`src/common/pmir_consts.vh`:
```
`ifndef PMIR_CONSTS_VH
`define PMIR_CONSTS_VH

`define PMIR_HCLK_MHZ      50
`define PMIR_REF_MHZ       25
`define PMIR_REF_DIV       (`PMIR_HCLK_MHZ / (2 * `PMIR_REF_MHZ))
`define PMIR_STRAP_WAIT    2'h3

`define PMIR_MDIO_REG_INT  5'h1B
`define PMIR_MDIO_REG_CTL2 5'h1F
`define PMIR_POL_BIT       14
`define PMIR_ADDR_HI       2'h0
`define PMIR_PRE_LEN       6'h20
`define PMIR_HDR_LEN       4'hD
`define PMIR_DATA_LEN      5'h10
`define PMIR_OP_READ       2'h2
`define PMIR_OP_WRITE      2'h1

`define PMIR_A_CTRL        8'h00
`define PMIR_A_STRAP       8'h04
`define PMIR_A_IRQ_STAT    8'h08
`define PMIR_A_IRQ_MASK    8'h0C
`define PMIR_A_INT_STATE   8'h10

`define PMIR_CTRL_PME_SEL  0
`define PMIR_CTRL_WAKE_CLR 1
`define PMIR_EV_MDIO_WR    0
`define PMIR_EV_MDIO_RD    1
`define PMIR_EV_WAKE       2
`define PMIR_EV_STRAP      3
`define PMIR_EV_W          4

`endif

```
`src/design/pmir_regmem.v`:
```
`timescale 1ns/1ps
module pmir_regmem (
    input  wire        hclk,
    input  wire        we,
    input  wire [4:0]  waddr,
    input  wire [15:0] wdata,
    input  wire [4:0]  raddr,
    output reg  [15:0] rdata_q
);
    reg [15:0] mem [0:31];

    always @(posedge hclk) begin
        if (we) begin
            mem[waddr] <= wdata;
        end
        rdata_q <= mem[raddr];
    end
endmodule // pmir_regmem

```
`src/design/pmir_top.v`:
```
// Decided for this implementation: the placing of the registers and register access over AHB-Lite.
`timescale 1ns/1ps
`include "pmir_consts.vh"
module pmir_top (
    input  wire        hclk,
    input  wire        hresetn,
    input  wire        hsel,
    input  wire [31:0] haddr,
    input  wire [1:0]  htrans,
    input  wire        hwrite,
    input  wire [2:0]  hsize,
    input  wire [31:0] hwdata,
    input  wire        hready,
    output wire        hreadyout,
    output wire        hresp,
    output reg  [31:0] hrdata,
    output wire        hirq,
    input  wire        mdc_i,
    input  wire        mdio_i,
    output reg         mdio_o,
    output reg         mdio_oe,
    output reg         wake_event_out,
    output wire        wake_event_out_oe,
    input  wire        ref_clk_in,
    output reg         ref_clk_out,
    output reg         ref_clk_out_oe,
    input  wire        ref_clk_out_i,
    input  wire [2:0]  mgmt_addr_strap,
    input  wire        clk_out_en_strap,
    input  wire [7:0]  phy_evt,
    input  wire        wake_evt
);
    localparam [5:0] S_IDLE = 6'h01;
    localparam [5:0] S_HDR  = 6'h02;
    localparam [5:0] S_TA   = 6'h04;
    localparam [5:0] S_RD   = 6'h08;
    localparam [5:0] S_WR   = 6'h10;
    localparam [5:0] S_DONE = 6'h20;

    function [31:0] fld;
        input [31:0] v;
        input integer w;
        begin
            fld = v & ((32'h1 << w) - 32'h1);
        end
    endfunction

    // Pin synchronisers: mdc, mdio, five strap levels
    reg  [6:0] s1_q;
    reg  [6:0] s2_q;
    reg  [6:0] s3_q;
    reg  [6:0] lvl_q;
    wire [6:0] pin_raw = {mdc_i, mdio_i, ref_clk_out_i, clk_out_en_strap, mgmt_addr_strap};
    genvar g;
    generate
        for (g = 0; g < 7; g = g + 1) begin : g_sync
            always @(posedge hclk or negedge hresetn) begin
                if (!hresetn) begin
                    s1_q[g]  <= 1'b0;
                    s2_q[g]  <= 1'b0;
                    s3_q[g]  <= 1'b0;
                    lvl_q[g] <= 1'b0;
                end else begin
                    s1_q[g] <= pin_raw[g];
                    s2_q[g] <= s1_q[g];
                    s3_q[g] <= s2_q[g];
                    if (s2_q[g] == s3_q[g]) begin
                        lvl_q[g] <= s3_q[g];
                    end
                end
            end
        end
    endgenerate
    wire mdc_rise = (s2_q[6] == s3_q[6]) && s3_q[6] && !lvl_q[6];
    wire mdio_in  = lvl_q[5];

    // Strap capture after release of reset
    reg [1:0] strap_cnt_q;
    reg       strap_done_q;
    reg [2:0] addr_strap_q;
    reg       led_strap_q;
    reg       clk_en_strap_q;
    always @(posedge hclk or negedge hresetn) begin
        if (!hresetn) begin
            strap_cnt_q    <= 2'h0;
            strap_done_q   <= 1'b0;
            addr_strap_q   <= 3'h0;
            led_strap_q    <= 1'b0;
            clk_en_strap_q <= 1'b0;
        end else if (!strap_done_q) begin
            strap_cnt_q <= strap_cnt_q + 2'h1;
            if (strap_cnt_q == `PMIR_STRAP_WAIT) begin
                strap_done_q   <= 1'b1;
                // Third stage agrees with the second by now; level stage lags one more
                addr_strap_q   <= s3_q[2:0];
                led_strap_q    <= s3_q[4];
                clk_en_strap_q <= s3_q[3];
            end
        end
    end
    wire [4:0] my_addr = {`PMIR_ADDR_HI, addr_strap_q};

    // Reference clock from core clock divider
    reg [7:0] ref_div_q;
    wire [31:0] ref_last = fld(`PMIR_REF_DIV - 1, 8);
    wire      ref_tick = (ref_div_q == ref_last[7:0]);
    always @(posedge hclk or negedge hresetn) begin
        if (!hresetn) begin
            ref_div_q      <= 8'h00;
            ref_clk_out    <= 1'b0;
            ref_clk_out_oe <= 1'b0;
        end else begin
            ref_div_q <= ref_tick ? 8'h00 : ref_div_q + 8'h01;
            ref_clk_out_oe <= strap_done_q;
            if (ref_tick && clk_en_strap_q) begin
                ref_clk_out <= ~ref_clk_out;
            end
        end
    end

    // Management frame engine
    reg [5:0]  st_q;
    reg [5:0]  ones_q;
    reg [4:0]  cnt_q;
    reg [12:0] hdr_q;
    reg [15:0] sh_q;
    reg        is_rd_q;
    reg        mem_we;
    reg        rd_ev;
    reg        wr_ev;
    wire [15:0] mem_rdata;
    reg  [7:0] int_en_q;
    reg  [7:0] int_st_q;
    reg        int_pol_q;
    wire [4:0] reg_a   = hdr_q[4:0];
    wire [12:0] hdr_n  = {hdr_q[11:0], mdio_in};
    // Status cleared at the edge that loads it for shifting out
    wire       int_rd  = mdc_rise && strap_done_q && st_q == S_TA && is_rd_q
                         && (reg_a == `PMIR_MDIO_REG_INT);
    wire       int_wr  = mem_we && (reg_a == `PMIR_MDIO_REG_INT);
    wire       pol_wr  = mem_we && (reg_a == `PMIR_MDIO_REG_CTL2);

    pmir_regmem u_mem (
        .hclk    (hclk),
        .we      (mem_we),
        .waddr   (reg_a),
        .wdata   (sh_q),
        .raddr   (reg_a),
        .rdata_q (mem_rdata)
    );

    always @(posedge hclk or negedge hresetn) begin
        if (!hresetn) begin
            st_q    <= S_IDLE;
            ones_q  <= 6'h00;
            cnt_q   <= 5'h00;
            hdr_q   <= 13'h0000;
            sh_q    <= 16'h0000;
            is_rd_q <= 1'b0;
            mdio_o  <= 1'b0;
            mdio_oe <= 1'b0;
            mem_we  <= 1'b0;
            rd_ev   <= 1'b0;
            wr_ev   <= 1'b0;
        end else begin
            mem_we <= 1'b0;
            rd_ev  <= 1'b0;
            wr_ev  <= 1'b0;
            if (mdc_rise && strap_done_q) begin
                case (st_q)
                    S_IDLE: begin
                        if (mdio_in) begin
                            if (ones_q != `PMIR_PRE_LEN) begin
                                ones_q <= ones_q + 6'h01;
                            end
                        end else begin
                            ones_q <= 6'h00;
                            if (ones_q == `PMIR_PRE_LEN) begin
                                st_q  <= S_HDR;
                                cnt_q <= 5'h00;
                            end
                        end
                    end
                    S_HDR: begin
                        hdr_q <= hdr_n;
                        cnt_q <= cnt_q + 5'h01;
                        if (cnt_q == {1'b0, `PMIR_HDR_LEN} - 5'h01) begin
                            // Start bit, address match and opcode
                            if (hdr_n[12] && hdr_n[9:5] == my_addr
                                && hdr_n[11:10] == `PMIR_OP_READ) begin
                                st_q    <= S_TA;
                                is_rd_q <= 1'b1;
                                rd_ev   <= 1'b1;
                            end else if (hdr_n[12] && hdr_n[9:5] == my_addr
                                && hdr_n[11:10] == `PMIR_OP_WRITE) begin
                                st_q    <= S_TA;
                                is_rd_q <= 1'b0;
                            end else begin
                                st_q <= S_IDLE;
                            end
                            cnt_q <= 5'h00;
                        end
                    end
                    S_TA: begin
                        // First turnaround bit undriven, second driven low
                        st_q  <= is_rd_q ? S_RD : S_TA;
                        cnt_q <= 5'h00;
                        if (is_rd_q) begin
                            mdio_oe <= 1'b1;
                            mdio_o  <= 1'b0;
                            sh_q    <= reg_a == `PMIR_MDIO_REG_INT ? {int_en_q, int_st_q}
                                     : reg_a == `PMIR_MDIO_REG_CTL2
                                     ? {mem_rdata[15], int_pol_q, mem_rdata[13:0]}
                                     : mem_rdata;
                        end else if (cnt_q == 5'h01) begin
                            st_q <= S_WR;
                        end else begin
                            cnt_q <= 5'h01;
                        end
                    end
                    S_RD: begin
                        cnt_q <= cnt_q + 5'h01;
                        if (cnt_q == `PMIR_DATA_LEN) begin
                            mdio_oe <= 1'b0;
                            st_q    <= S_IDLE;
                        end else begin
                            mdio_o <= sh_q[15];
                            sh_q   <= {sh_q[14:0], 1'b0};
                        end
                    end
                    S_WR: begin
                        sh_q  <= {sh_q[14:0], mdio_in};
                        cnt_q <= cnt_q + 5'h01;
                        if (cnt_q == `PMIR_DATA_LEN - 5'h01) begin
                            st_q <= S_DONE;
                        end
                    end
                    default: begin
                        st_q <= S_IDLE;
                    end
                endcase
            end else if (st_q == S_DONE) begin
                mem_we <= 1'b1;
                wr_ev  <= 1'b1;
                st_q   <= S_IDLE;
            end
        end
    end

    // Interrupt conditions and polarity
    always @(posedge hclk or negedge hresetn) begin
        if (!hresetn) begin
            int_en_q  <= 8'h00;
            int_st_q  <= 8'h00;
            int_pol_q <= 1'b0;
        end else begin
            int_st_q <= (int_rd ? 8'h00 : int_st_q) | phy_evt;
            if (int_wr) begin
                int_en_q <= sh_q[15:8];
            end
            if (pol_wr) begin
                int_pol_q <= sh_q[`PMIR_POL_BIT];
            end
        end
    end

    // Register bus slave
    reg        ctrl_pme_q;
    reg        wake_q;
    reg  [3:0] irq_st_q;
    reg  [3:0] irq_mask_q;
    reg        dwr_q;
    reg  [7:0] daddr_q;
    wire       aphase = hsel && hready && htrans[1];
    wire       bus_wr = dwr_q;
    wire       wake_clr = bus_wr && daddr_q == `PMIR_A_CTRL && hwdata[`PMIR_CTRL_WAKE_CLR];
    wire [3:0] ev = {~strap_done_q & (strap_cnt_q == `PMIR_STRAP_WAIT), wake_evt, rd_ev, wr_ev};
    wire       int_act = |(int_st_q & int_en_q);
    assign hreadyout = 1'b1;
    assign hresp     = 1'b0;
    assign hirq      = |(irq_st_q & irq_mask_q);
    assign wake_event_out_oe = 1'b1;

    always @(posedge hclk or negedge hresetn) begin
        if (!hresetn) begin
            dwr_q      <= 1'b0;
            daddr_q    <= 8'h00;
            hrdata     <= 32'h0000_0000;
            ctrl_pme_q <= 1'b0;
            wake_q     <= 1'b0;
            irq_st_q   <= 4'h0;
            irq_mask_q <= 4'h0;
            wake_event_out <= 1'b1;
        end else begin
            dwr_q   <= aphase && hwrite;
            daddr_q <= haddr[7:0];
            if (aphase && !hwrite) begin
                case (haddr[7:0])
                    `PMIR_A_CTRL:      hrdata <= {30'h0, wake_q, ctrl_pme_q};
                    `PMIR_A_STRAP:     hrdata <= {27'h0, clk_en_strap_q, led_strap_q,
                                                  addr_strap_q};
                    `PMIR_A_IRQ_STAT:  hrdata <= {28'h0, irq_st_q};
                    `PMIR_A_IRQ_MASK:  hrdata <= {28'h0, irq_mask_q};
                    `PMIR_A_INT_STATE: hrdata <= {15'h0, int_pol_q, int_en_q, int_st_q};
                    default:           hrdata <= 32'h0000_0000;
                endcase
            end
            if (bus_wr && daddr_q == `PMIR_A_CTRL) begin
                ctrl_pme_q <= hwdata[`PMIR_CTRL_PME_SEL];
            end
            if (bus_wr && daddr_q == `PMIR_A_IRQ_MASK) begin
                irq_mask_q <= hwdata[3:0];
            end
            irq_st_q <= ((bus_wr && daddr_q == `PMIR_A_IRQ_STAT)
                        ? irq_st_q & ~hwdata[3:0] : irq_st_q) | ev;
            wake_q   <= (wake_q & ~wake_clr) | wake_evt;
            if (ctrl_pme_q) begin
                wake_event_out <= ~wake_q;
            end else begin
                wake_event_out <= int_pol_q ? int_act : ~int_act;
            end
        end
    end
endmodule // pmir_top

```
`config.mk`:
```
export PLATFORM = sky130hd
export DESIGN_NAME = pmir_top
export DESIGN_NICKNAME = d
export VERILOG_FILES = /design/src/design/pmir_regmem.v /design/src/design/pmir_top.v
export VERILOG_INCLUDE_DIRS = /design/src /design/src/common
export SDC_FILE = /design/constraint.sdc
export NUM_CORES = 1
export LEC_CHECK = 0
export ABC_CLOCK_PERIOD_IN_PS = 3900
export BUFFER_PORTS_ARGS = -buffer_cell sky130_fd_sc_hd__buf_2
export CAP_MARGIN = 20
export CORE_ASPECT_RATIO = 0.7
export CORE_MARGIN = 5
export CORE_UTILIZATION = 45
export DETAILED_ROUTE_END_ITERATION = 10
export GPL_TIMING_DRIVEN = 0
export SETUP_SLACK_MARGIN = 0.15
export SLEW_MARGIN = 10
export SYNTH_ARGS = -nofsm -noshare
export SYNTH_HDL_FRONTEND = slang
export SYNTH_SLANG_ARGS = --single-unit
```
`constraint.sdc`:
```
create_clock -name hclk -period 3.9 [get_ports hclk]
set_clock_uncertainty 0.1 [all_clocks]
set_input_delay 0.195 -clock hclk [delete_from_list [all_inputs] [get_ports hclk]]
set_output_delay 0.195 -clock hclk [all_outputs]
set_load 0.05 [all_outputs]
```
== Yosys cells after proc, flatten, opt, wreduce, memory -nomap -nowiden ==
Memories as Yosys holds them, arrays and structs flattened. A register that Yosys moved wholly into a read port is not among the register bits.
Index checks and enable logic that the tools add are counted.

* Register bits after elaboration: 160
* Memory bits (writable): 512
* Input port bits: 91
* Output and inout port bits: 41
* Word-level logic and storage cells: 200
* Memories: 1

{| class="wikitable"
|+ Memory list
! memory !! depth !! width !! read ports !! clocked after memory_dff !! write ports !! RTL line !! source
|-
| u_mem.mem || 32 || 16 || 1 || 1 || 1 || pmir_regmem.v:10 || <nowiki>reg [15:0] mem [0:31];</nowiki>
|}

* Add/subtract/negate cells: 4
* Equal/unequal tests: 37
* Muxes and demuxes: 50
* Bitwise gates (word level): 14
* Reductions and logical operators: 42

{| class="wikitable"
|+ Operators by type and width
! operator !! number
|-
| $pmux 17 s5 || 1
|-
| $mux 6 || 9
|-
| $mux 16 || 3
|-
| $pmux 16 s3 || 1
|-
| $eq 8x4->1 const B || 4
|-
| $pmux 6 s5 || 1
|-
| $mux 5 || 5
|-
| $logic_not 8->1 || 3
|-
| $logic_and 1x1->1 || 20
|-
| $mux 1 || 20
|-
| $pmux 5 s4 || 1
|-
| $reduce_and 4->1 || 5
|-
| $mux 8 || 2
|-
| $eq 5x5->1 const B || 3
|-
| $mux 15 || 1
|-
| $ne 3x3->1 const B || 5
|-
| $eq 6x6->1 const B || 2
|-
| $eq 5x4->1 const B || 2
|-
| $ne 2x2->1 const B || 5
|-
| $add 8x1->8 const B || 1
|-
| $and 4x4->4 || 2
|-
| $and 8x8->8 || 1
|-
| $eq 8x3->1 const B || 1
|-
| $eq 8x5->1 const B || 1
|-
| 34 further kinds || 48
|}

== Longest topological paths before layout ==
Gate-level depths: netlist of run 1.

* Depth after elaboration: 9
* Depth in mapped cells: 8
* Depth with buffers taken out: 7

== Hierarchy ==
Synthesis of run 1 repeated with hierarchy kept, for this count alone.

* Cells, all modules: 1,701
* Area total of the unflattened synthesis: 27,084.7 µm²

{| class="wikitable"
|+ Modules (own cells, without submodules)
! module !! instances !! cells each !! area an instance (µm²)
|-
| pmir_regmem || 1 || 1,143 || 20,534.7
|-
| pmir_top || 1 || 558 || 6,550.0
|}

== Worst setup path before layout of run 1 ==
Ideal clock, no wire load.

* Path kind: reg2reg
* Start: register hdr_q[0]
* End: memory u_mem.mem[0][0], enable pin
* Library setup time: 0.388 ns
* Arrival time: 2.245 ns
* Data required time: 3.412 ns
* Setup slack: 1.167 ns
* Stages on the path, launching flop included: 7
* Buffers on the path: 4
* Clock period less this slack: 2.733 ns
* Cell sequence: dfrtp_1 buf_2 buf_2 buf_2 or3b_2 clkbuf_1 nor2_1

{| class="wikitable"
|+ RTL lines
! element !! RTL line !! source
|-
| from (decl) || pmir_top.v:125 || <nowiki>reg [12:0] hdr_q;</nowiki>
|-
| from (signal assigned) || pmir_top.v:185 || <nowiki>hdr_q <= hdr_n;</nowiki>
|-
| to (decl) || pmir_regmem.v:10 ||
|}

Straight into the memory's write port.

==> results of run 1 <==
## path summary, 6_finish.rpt
| kind | start | end |
|---|---|---|
| setup / recovery | hdr_q[1]$_DFFE_PN0P_ | u_mem.rdata_q[4]$_DFF_P_ |
| hold / removal | hresetn | int_en_q[0]$_DFFE_PN0P_ |
| setup reg to reg | hdr_q[1]$_DFFE_PN0P_ | u_mem.rdata_q[4]$_DFF_P_ |
| hold reg to reg | s1_q[2]$_DFF_PN0_ | s2_q[2]$_DFF_PN0_ |
| max in group asynchronous | hresetn | ones_q[2]$_DFFE_PN0P_ |
| min in group hclk | hwrite | hrdata[6]$_DFFE_PN0P_ |
## cell families (layout without fill, tap and decap cells)
logic type | count (synthesis) | after routing
AOI/OAI and AO/OA | 178 | 178
xor gates and xnor gates | 17 | 17
adders and majority gates | 11 | 11
buffers and inverters | 100 | 346
DFF | 673 | 673
muxes | 186 | 186
other | 2 | 18
and+or+nand+nor | 215 | 215
## state kept, by name, summed over array words and instances, names as in the netlist, 5 cells and up
name           count
hdr_q             12
st_q               6
sh_q              16
s2_q               7
u_mem.rdata_q     16
ones_q             6
daddr_q            8
s1_q               7
int_en_q           8
hrdata            17
s3_q               7
ref_div_q          8
cnt_q              5
u_mem.mem        512
int_st_q           8
## metrics by stage
stage          std cells  TNS (ps)  hold WS, ps
6_report            2394         0         47.9
5_1_grt             2394         0         61.4
4_1_cts             2391         0         34.3
3_5_place_dp        2247         0        -18.2
3_3_place_gp        2204    -65520          203
2_1_floorplan       1398         0         -201
## what timing repair did
item                                    in CTS  in global routing
pin swaps                                    0                  0
hold buffers                                33                  0
endpoints found under the hold margin      184                  0
resized for setup                            1                  1
endpoints found under the setup margin      36                  1
## power groups by stage
stage | Sequential [mW] | Combinational (mW) | Clock [mW]
2_1_floorplan | 7.92 | 1.08 | 0
3_3_place_gp | 7.90 | 1.73 | 0
3_5_place_dp | 7.91 | 1.77 | 0
4_1_cts | 7.75 | 1.80 | 6.31
5_1_grt | 7.76 | 1.93 | 6.62
6_report | 7.75 | 1.82 | 6.22
## tightest hold or removal path, delay by kind of cell
kind,cells,cell delay (ps)
buffers and inverters,3,900
## routing by layer
| layer | GRT usage [%] | vias to the layer above |
|---|---|---|
| li1 | - | 5969 |
| met1 | 33.6 | 7546 |
| met2 | 29.8 | 699 |
| met3 | 7.08 | 101 |
| met4 | 4.41 | 0 |
| met5 | 0 | - |
## layout by cell type, fill, tap and decap left out, types with 18 or more instances in the layout
cell / synthesis / routed
o21ai_0: 18 / 18
a22o_1: 18 / 18
clkbuf_16: 0 / 66
clkbuf_1: 41 / 46
nor2_2: 2 / 32
dlygate4sd3_1: 0 / 32
mux4_2: 129 / 129
conb_1: 2 / 18
mux2i_1: 22 / 22
nand2_1: 35 / 35
buf_4: 20 / 20
nor2_1: 68 / 37
buf_2: 11 / 70
mux2_2: 34 / 34
a22oi_1: 75 / 74
a21o_1: 31 / 31
nand4_1: 20 / 20
buf_8: 0 / 37
edfxtp_1: 512 / 512
dfrtp_1: 143 / 135
## synth_stat cells (4+ instances only)
| cell type | instances | share of area [%] |
|---|---|---|
| or2_2 | 5 | 0.12 |
| nor2_1 | 68 | 0.98 |
| a21o_1 | 31 | 0.89 |
| ha_1 | 10 | 0.48 |
| nand3b_1 | 4 | 0.12 |
| inv_1 | 11 | 0.16 |
| nor3_1 | 9 | 0.17 |
| nand2_1 | 35 | 0.50 |
| dfxtp_1 | 16 | 1.2 |
| mux2_2 | 34 | 1.5 |
| buf_4 | 20 | 0.58 |
| buf_1 | 14 | 0.20 |
| a22o_1 | 18 | 0.60 |
| a22oi_1 | 75 | 2.2 |
| nor2b_1 | 10 | 0.24 |
| clkbuf_1 | 41 | 0.59 |
| or3_1 | 6 | 0.14 |
| xnor2_1 | 13 | 0.44 |
| nand3_1 | 14 | 0.27 |
| edfxtp_1 | 512 | 59 |
| mux4_2 | 129 | 11 |
| xor2_1 | 4 | 0.13 |
| o21ai_0 | 18 | 0.35 |
| nor4b_1 | 4 | 0.13 |
| and3_1 | 6 | 0.14 |
| buf_2 | 11 | 0.21 |
| a211oi_1 | 14 | 0.40 |
| nand4_1 | 20 | 0.48 |
| mux2i_1 | 22 | 0.84 |
| dfrtp_1 | 143 | 14 |
## area by class of cell
| class | instances | area (um2) | share of cell area, % |
|---|---|---|---|
| Sequential cell | 673 | 19300 | 63.0 |
| Clock buffer | 79 | 1760 | 5.74 |
| Inverter | 11 | 41.3 | 0.135 |
| Timing Repair Buffer | 135 | 1380 | 4.51 |
| Tap cell | 750 | 938 | 3.06 |
| Multi-Input combinational cell | 625 | 6430 | 21.0 |
| Buffer | 89 | 452 | 1.47 |
| Clock inverter | 32 | 332 | 1.08 |
==> run summary, run 1 <==
Finished Cell Area: 0.0307 mm2
Crit-path cells: clkbuf_1 -> clkbuf_1 -> clkbuf_1 -> mux4_2 -> a22oi_1 -> nand4_1
Mapped Area: 0.0261 mm2
Unique masters post-synth: 70
Initial Util: 45.7%
Worst setup margin: 236 ps
Die area: 0.0630 mm2
WP buf/inv: 3
Simple-Gate Fraction of Synth Area: 4.41%
Critical path's largest stage delay: 830 ps
CP Max Fanout: 10
Worst reg2reg setup slack: 240 ps
Sw Ratio: 24.1%
Inserted Diodes: 0
Average via count per standard cell: 5.98
Worst-path clk slew: 70 ps
Status: complete, no violations
Crit start category: flop
Number of global-route vias before repair: 14000
I/O Pins: 132
Met1 WL: 30200 um
CP Depth: 6
Ys flop type: edfxtp_1
Post-CTS setup buffer count: 0
Metal2 WL: 28700 um
Slowest cell on crit path: clkbuf_1
Final hold viol count: 0
Dpl ws: 7.24 ps
Largest family of logic cells by synthesized area: multiplexers
CTS tree: done
P_int: 12.0 mW
# fillers: 4448
Max Cap Viol: 0
GRT overflow: 0
Largest net degree at the start of global routing: 113
Flop pwr share: 49.1%
GP Congestion: 0.973
Gate power share: 11.5%
CTS H-Tree Depth: 2
Cell mode on critical path: clkbuf_1
FF-to-FF path depth: 6
Slew @ Worst Pin: 1150 ps
Share of cells above drive strength 1: 27.9%
Die Wd: 298 um
Worst-Skew Late Latency: 600 ps
Hold/Removal Path Class: input port to async pin
Async SR Flop Fraction: 21.5%
Mapped Cells: 1382
Nets: 1695
Switch Pwr: 3.80 mW
Synthesized area per cell: 18.9 um2
GRT Resource Usage Total: 21.5%
Final ANT Viol Nets: 0
First drt pass iteration count: 8
Bufs on Longest Clock Path: 3
Adder-Cell Fraction of Synth Area: 0.518%
Drt drc: 0
Initial antenna violation count: 3
LEAKAGE: 9.38 nW
Worst IR Drop VDD: 0.430 mV
Num CTS Buffers: 59
Placed cell area: 0.0282 mm2
CTS root buf: clkbuf_16
Num rows: 73
Required @ worst endpoint: 4210 ps
Class of the most critical setup path: flop to flop
Seq/Total Area, Yosys: 74.1%
Worst Setup End Kind: flop
RSZ-0062 raised after global routing: false
Highest metal used: met4
Highest clock rate: 273 MHz
Post-synthesis mux area share: 13.5%
Final period utilization: 93.9%
Design Power: 15.8 mW
Slew Limit Fails: 0
#FFs+latches synth: 673
Min cycle time layout: 3660 ps
Die Height: 211 um
Buffers added on ports: 56
WL final: 68600 um
Clock share of power: 39.4%
Number of setup violations in the final report: 0
Drt initial violations: 2097
Number of synthesized flops with an enable pin: 512
Final core occ: 53.7%
Compound-gate portion of the synthesized area: 5.04%
Largest delay contributor family on the critical path: buffers and inverters
Rel. slew slack: 23.3%
Post-Synth XOR/XNOR Area: 0.571%
Core ar.: 0.0571 mm2
Data arrival, critical path: 3980 ps
Synth Warn #: 0
Routed wire per std cell: 28.6 um
DP HPWL: 46800 um
Routed wl met3: 8260 um
Pwr dens: 515 mW/mm2
DR vias: 14315
Synth-to-Final Area Change: 17.5%
# clock sinks: 673
Global-route wire length before repair: 98900 um
(Power assumes the default switching activity.)
==> inputs of run 2 (changes only) <==
--- a/config.mk
+++ b/config.mk
@@ -6,7 +6,7 @@
 export SDC_FILE = /design/constraint.sdc
 export NUM_CORES = 1
 export LEC_CHECK = 0
-export ABC_CLOCK_PERIOD_IN_PS = 3900
+export ABC_CLOCK_PERIOD_IN_PS = 3000
 export BUFFER_PORTS_ARGS = -buffer_cell sky130_fd_sc_hd__buf_2
 export CAP_MARGIN = 20
 export CORE_ASPECT_RATIO = 0.7
==> constraint.sdc (replaced) <==
create_clock -name hclk -period 3 [get_ports hclk]
set_clock_uncertainty 0.1 [all_clocks]
set_input_delay 0.15 -clock hclk [delete_from_list [all_inputs] [get_ports hclk]]
set_output_delay 0.15 -clock hclk [all_outputs]
set_load 0.05 [all_outputs]
==> run summary, run 2 (same netlist as run 1, synthesis figures left out) <==
Largest net degree at the start of global routing: 113
Placed cell area: 0.0282 mm2
Critical path's largest stage delay: 730 ps
Number of setup violations in the final report: 0
Num rows: 73
Min cycle time layout: 2850 ps
# clock sinks: 673
CP Max Fanout: 10
Fin Hold WS: 94.8 ps
CTS root buf: clkbuf_16
Worst IR Drop VDD: 0.562 mV
Data arrival, critical path: 3270 ps
Buffers added on ports: 56
Finished Cell Area: 0.0309 mm2
Num CTS Buffers: 59
Die Wd: 298 um
Highest clock rate: 350 MHz
WP buf/inv: 3
Initial antenna violation count: 3
Die Height: 211 um
Worst Setup End Kind: flop
First drt pass iteration count: 5
GRT Resource Usage Total: 21.5%
Multi-input gate area: 0.00654 mm2
Global-route wire length before repair: 99100 um
Commonest non-fill, non-tap cell in the layout: edfxtp_1
Gate power share: 11.6%
Flop pwr share: 49.0%
CTS H-Tree Depth: 2
GRT overflow: 0
RSZ-0062 raised after global routing: false
Slowest cell on crit path: clkbuf_1
Crit-path cells: clkbuf_1 -> nor2_1 -> and2_1 -> buf_1 -> clkbuf_1 -> a22oi_1 -> nand4_1
Max Cap Viol: 0
Average via count per standard cell: 5.98
Class of the most critical setup path: flop to flop
# fillers: 4415
Final hold viol count: 0
Drt drc: 0
Core ar.: 0.0571 mm2
Rel. slew slack: 37.4%
Final period utilization: 95.1%
Commonest non-fill, non-tap cells in the layout: edfxtp_1, dfrtp_1, mux4_2
Largest Register: u_mem.mem
Largest delay contributor family on the critical path: buffers and inverters
Regs by FF count: u_mem.mem: 512 flops, hrdata: 17 flops
Initial Util: 45.7%
Sequential cell area: 0.0193 mm2
Worst-path clk slew: 70 ps
P_int: 15.6 mW
WL final: 68500 um
Clock share of power: 39.3%
Cell mode on critical path: clkbuf_1
Pwr dens: 665 mW/mm2
CTS tree: done
Hold/Removal Path Class: input port to flop
Sw Ratio: 24.1%
Slew Limit Fails: 0
GP Congestion: 0.973
DP HPWL: 46800 um
DR vias: 14353
Max FFs per register: 512
Crit start category: flop
Synth-to-Final Area Change: 18.4%
Final core occ: 54.1%
Design Power: 20.6 mW
LEAKAGE: 9.48 nW
Status: complete, no violations
Routed wire per std cell: 28.6 um
Switch Pwr: 4.95 mW
Nets: 1700
Die area: 0.0630 mm2
Bufs on Longest Clock Path: 3
Slew @ Worst Pin: 938 ps
Share of cells above drive strength 1: 30.1%
Required @ worst endpoint: 3410 ps
Inserted Diodes: 0
Worst-Skew Late Latency: 600 ps
I/O Pins: 132
Number of global-route vias before repair: 14059
Drt initial violations: 1930
Final ANT Viol Nets: 0
## run 2: worst paths after layout
kind | startpoint | to | slack [ps] | depth (start not counted)
max reg2reg | hdr_q[2]$_DFFE_PN0P_ | u_mem.rdata_q[5]$_DFF_P_ | 150 | 7
max | hdr_q[2]$_DFFE_PN0P_ | u_mem.rdata_q[5]$_DFF_P_ | 150 | 7
min | hwrite | hrdata[6]$_DFFE_PN0P_ | 90 | 3
min in group asynchronous | hresetn | int_en_q[0]$_DFFE_PN0P_ | 570 | 4
min reg2reg | s1_q[2]$_DFF_PN0_ | s2_q[2]$_DFF_PN0_ | 240 | 0
max in group asynchronous | hresetn | ones_q[2]$_DFFE_PN0P_ | 1630 | 4
## run 2: per-layer routing
metal	GRT usage, %	vias up	wire length (um)
met1	33.6	7566	30000
met3	7.05	92	8290
met5	0	-	13
met4	4.09	2	1250
li1	-	5982	-
met2	30.0	711	28900
## run 2: cell type report
class	count	share of cell area, %
plain buffers	88	1.63
flip-flops and latches	673	62.6
repair buffers	141	4.66
clock inverters	32	1.07
clock buffers	79	5.70
well taps	750	3.04
inverters	11	0.134
multi-input cells	625	21.2
## run 2: repair_timing
action / 4_1_cts / 5_1_grt
gates cloned: 0 / 0
hold buffers: 34 / 0
pin swaps: 3 / 1
endpoints found under the setup margin: 497 / 144
buffers inserted: 7 / 0
gates resized for setup: 44 / 27
hold endpoints to repair: 184 / 0
## run 2: power groups by stage
stage               clock [mW]  combinational, mW  sequential [mW]
floorplan                    0               1.40             10.3
global placement             0               2.24             10.3
detailed placement           0               2.30             10.3
CTS                       8.21               2.37             10.1
global route              8.61               2.55             10.1
finish                    8.08               2.39             10.1
## run 2: through the flow
step | cells | setup TNS (ps) | setup WS, ps
floorplan | 1398 | 0 | 267
global placement | 2204 | -528090 | -1550
detailed placement | 2247 | -122720 | -893
CTS | 2398 | 0 | 63.4
global route | 2399 | 0 | 156
finish | 2399 | 0 | 146
## run 2: worst register-to-register path, stage by stage, from the launching register on
cell and delay [ps]:
dfrtp_1 360, clkbuf_1 230, nor2_1 200, and2_1 190
buf_1 380, clkbuf_1 740, a22oi_1 320, nand4_1 250
==> inputs of run 3 (changes only) <==
--- a/config.mk
+++ b/config.mk
@@ -10,7 +10,7 @@
 export BUFFER_PORTS_ARGS = -buffer_cell sky130_fd_sc_hd__buf_2
 export CAP_MARGIN = 20
 export CORE_ASPECT_RATIO = 0.7
-export CORE_MARGIN = 5
+export CORE_MARGIN = 2
 export CORE_UTILIZATION = 45
 export DETAILED_ROUTE_END_ITERATION = 10
 export GPL_TIMING_DRIVEN = 0
==> run summary, run 3 (same netlist as run 1, synthesis figures left out) <==
Dpl ws: -940 ps
Max Cap Viol: 0
Status: complete, no violations
Drt drc: 0
Class of the most critical setup path: flop to flop
RSZ-0062 raised after global routing: false
LEAKAGE: 9.47 nW
First drt pass iteration count: 8
Average via count per standard cell: 6.00
Commonest non-fill, non-tap cell in the layout: edfxtp_1
Worst-path clk slew: 70 ps
Hold/Removal Path Class: input port to flop
GP Congestion: 0.934
Largest delay contributor family on the critical path: buffers and inverters
Die area: 0.0600 mm2
Highest clock rate: 345 MHz
Initial Util: 45.7%
Switch Pwr: 4.98 mW
Largest Register: u_mem.mem
Hold path startpoint: hwrite
Fin Hold WS: 79.0 ps
Largest net degree at the start of global routing: 97
Data arrival, critical path: 3330 ps
CTS tree: done
Max FFs per register: 512
Sw Ratio: 24.3%
Pwr dens: 666 mW/mm2
Bufs on Longest Clock Path: 3
Final core occ: 54.0%
RR Startpoint: hdr_q[2]$_DFFE_PN0P_
Worst setup margin: 105 ps
WP buf/inv: 3
DR vias: 14379
Gate power share: 11.8%
Slowest cell on crit path: clkbuf_1
Clock share of power: 39.1%
CTS root buf: clkbuf_16
Final hold viol count: 0
CP Max Fanout: 10
Final period utilization: 96.5%
Critical path's largest stage delay: 650 ps
Required @ worst endpoint: 3440 ps
Worst Hold End: hrdata[7]$_DFFE_PN0P_
Num CTS Buffers: 59
Slew @ Worst Pin: 871 ps
Share of cells above drive strength 1: 30.4%
Final ANT Viol Nets: 0
Cell mode on critical path: clkbuf_1
GRT Resource Usage Total: 23.0%
Drt initial violations: 1881
Routed wire per std cell: 28.6 um
Number of global-route vias before repair: 13808
Synth-to-Final Area Change: 18.1%
# clock sinks: 673
Initial antenna violation count: 2
Worst-Skew Late Latency: 620 ps
I/O Pins: 132
Setup TNS: 0 ps
Die Height: 205 um
Inserted Diodes: 0
Crit start category: flop
Worst Setup End Kind: flop
Buffers added on ports: 56
Num rows: 73
Regs by FF count: u_mem.mem: 512 flops, hrdata: 17 flops
Core ar.: 0.0571 mm2
Finished Layout Cells: 2398
Crit-path cells: clkbuf_1 -> and3b_1 -> buf_1 -> clkbuf_1 -> a22oi_1 -> nand4_1
Placed cells: 2246
Worst IR Drop VDD: 0.522 mV
Die Wd: 292 um
Rel. slew slack: 41.9%
Hold path depth: 3
R2R Path End: u_mem.rdata_q[2]$_DFF_P_
Slew Limit Fails: 0
Flop pwr share: 49.2%
P_int: 15.5 mW
GRT overflow: 0
Number of setup violations in the final report: 0
Nets: 1700
WL final: 68600 um
DP HPWL: 46000 um
Global-route wire length before repair: 97800 um
Min cycle time layout: 2890 ps
Commonest non-fill, non-tap cells in the layout: edfxtp_1, dfrtp_1, mux4_2
CTS H-Tree Depth: 2
Worst reg2reg setup slack: 110 ps
FF-to-FF path depth: 6
==> run 3: cell types whose count changed in the layout (fill, tap and decap cells not counted), moves of 3 or more <==
cell / delta
clkinv_2: +3
clkinv_1: -6
clkbuf_4: +3
buf_8: -3
clkbuf_16: -5
buf_4: +3
==> run 3: worst max path at each step <==
stage	from	endpoint	slack, ps	depth (start not counted)
floorplan	hdr_q[0]$_DFFE_PN0P_	u_mem.mem[0][0]$_DFFE_PP_	270	6
global placement	hdr_q[1]$_DFFE_PN0P_	u_mem.mem[26][9]$_DFFE_PP_	-1550	5
detailed placement	hdr_q[1]$_DFFE_PN0P_	u_mem.mem[26][9]$_DFFE_PP_	-940	6
CTS	hdr_q[1]$_DFFE_PN0P_	u_mem.rdata_q[4]$_DFF_P_	20	6
global route	hdr_q[2]$_DFFE_PN0P_	u_mem.rdata_q[9]$_DFF_P_	150	7
finish	hdr_q[2]$_DFFE_PN0P_	u_mem.rdata_q[2]$_DFF_P_	110	6
==> run 3: worst reg2reg max path: stages (launching register included) <==
cell	delay, ps
dfrtp_1	320
clkbuf_1	420
and3b_1	250
buf_1	490
clkbuf_1	650
a22oi_1	380
nand4_1	240
==> run 3: power groups by stage <==
stage,clock network (mW),logic [mW],registers (mW)
6_report,8.01,2.42,10.1
5_1_grt,8.49,2.55,10.1
4_1_cts,8.12,2.39,10.1
3_5_place_dp,0,2.31,10.3
3_3_place_gp,0,2.26,10.3
2_1_floorplan,0,1.40,10.3
==> run 3: final cells by class <==
type | count | area [um2]
fillers | 4412 | 26300
flip-flops and latches | 673 | 19300
multi-input cells | 625 | 6520
clock buffers | 81 | 1700
repair buffers | 141 | 1430
well taps | 750 | 938
plain buffers | 88 | 502
clock inverters | 29 | 347
inverters | 11 | 41.3
==> run 3: timing repair <==
action	in CTS	in global routing
cloned	0	0
hold buffers	34	0
buffers inserted	8	0
pin swaps	5	2
endpoints found under the hold margin	184	0
resized for setup	43	25
endpoints found under the setup margin	487	101
==> run 3: metal layers <==
metal / vias up / track usage, % / part of all wire [%]
met5: - / 0 / 0
met4: 0 / 5.58 / 2.4
met3: 140 / 9.07 / 12
met2: 701 / 31.6 / 42
met1: 7564 / 34.3 / 44
li1: 5974 / - / -
==> run 3: stage by stage <==
stage | instance area [um2] | power (mW)
2_1_floorplan | 26200 | 11.7
3_3_place_gp | 27400 | 12.5
3_5_place_dp | 28200 | 12.6
4_1_cts | 30800 | 20.6
5_1_grt | 30800 | 21.1
6_report | 30800 | 20.5
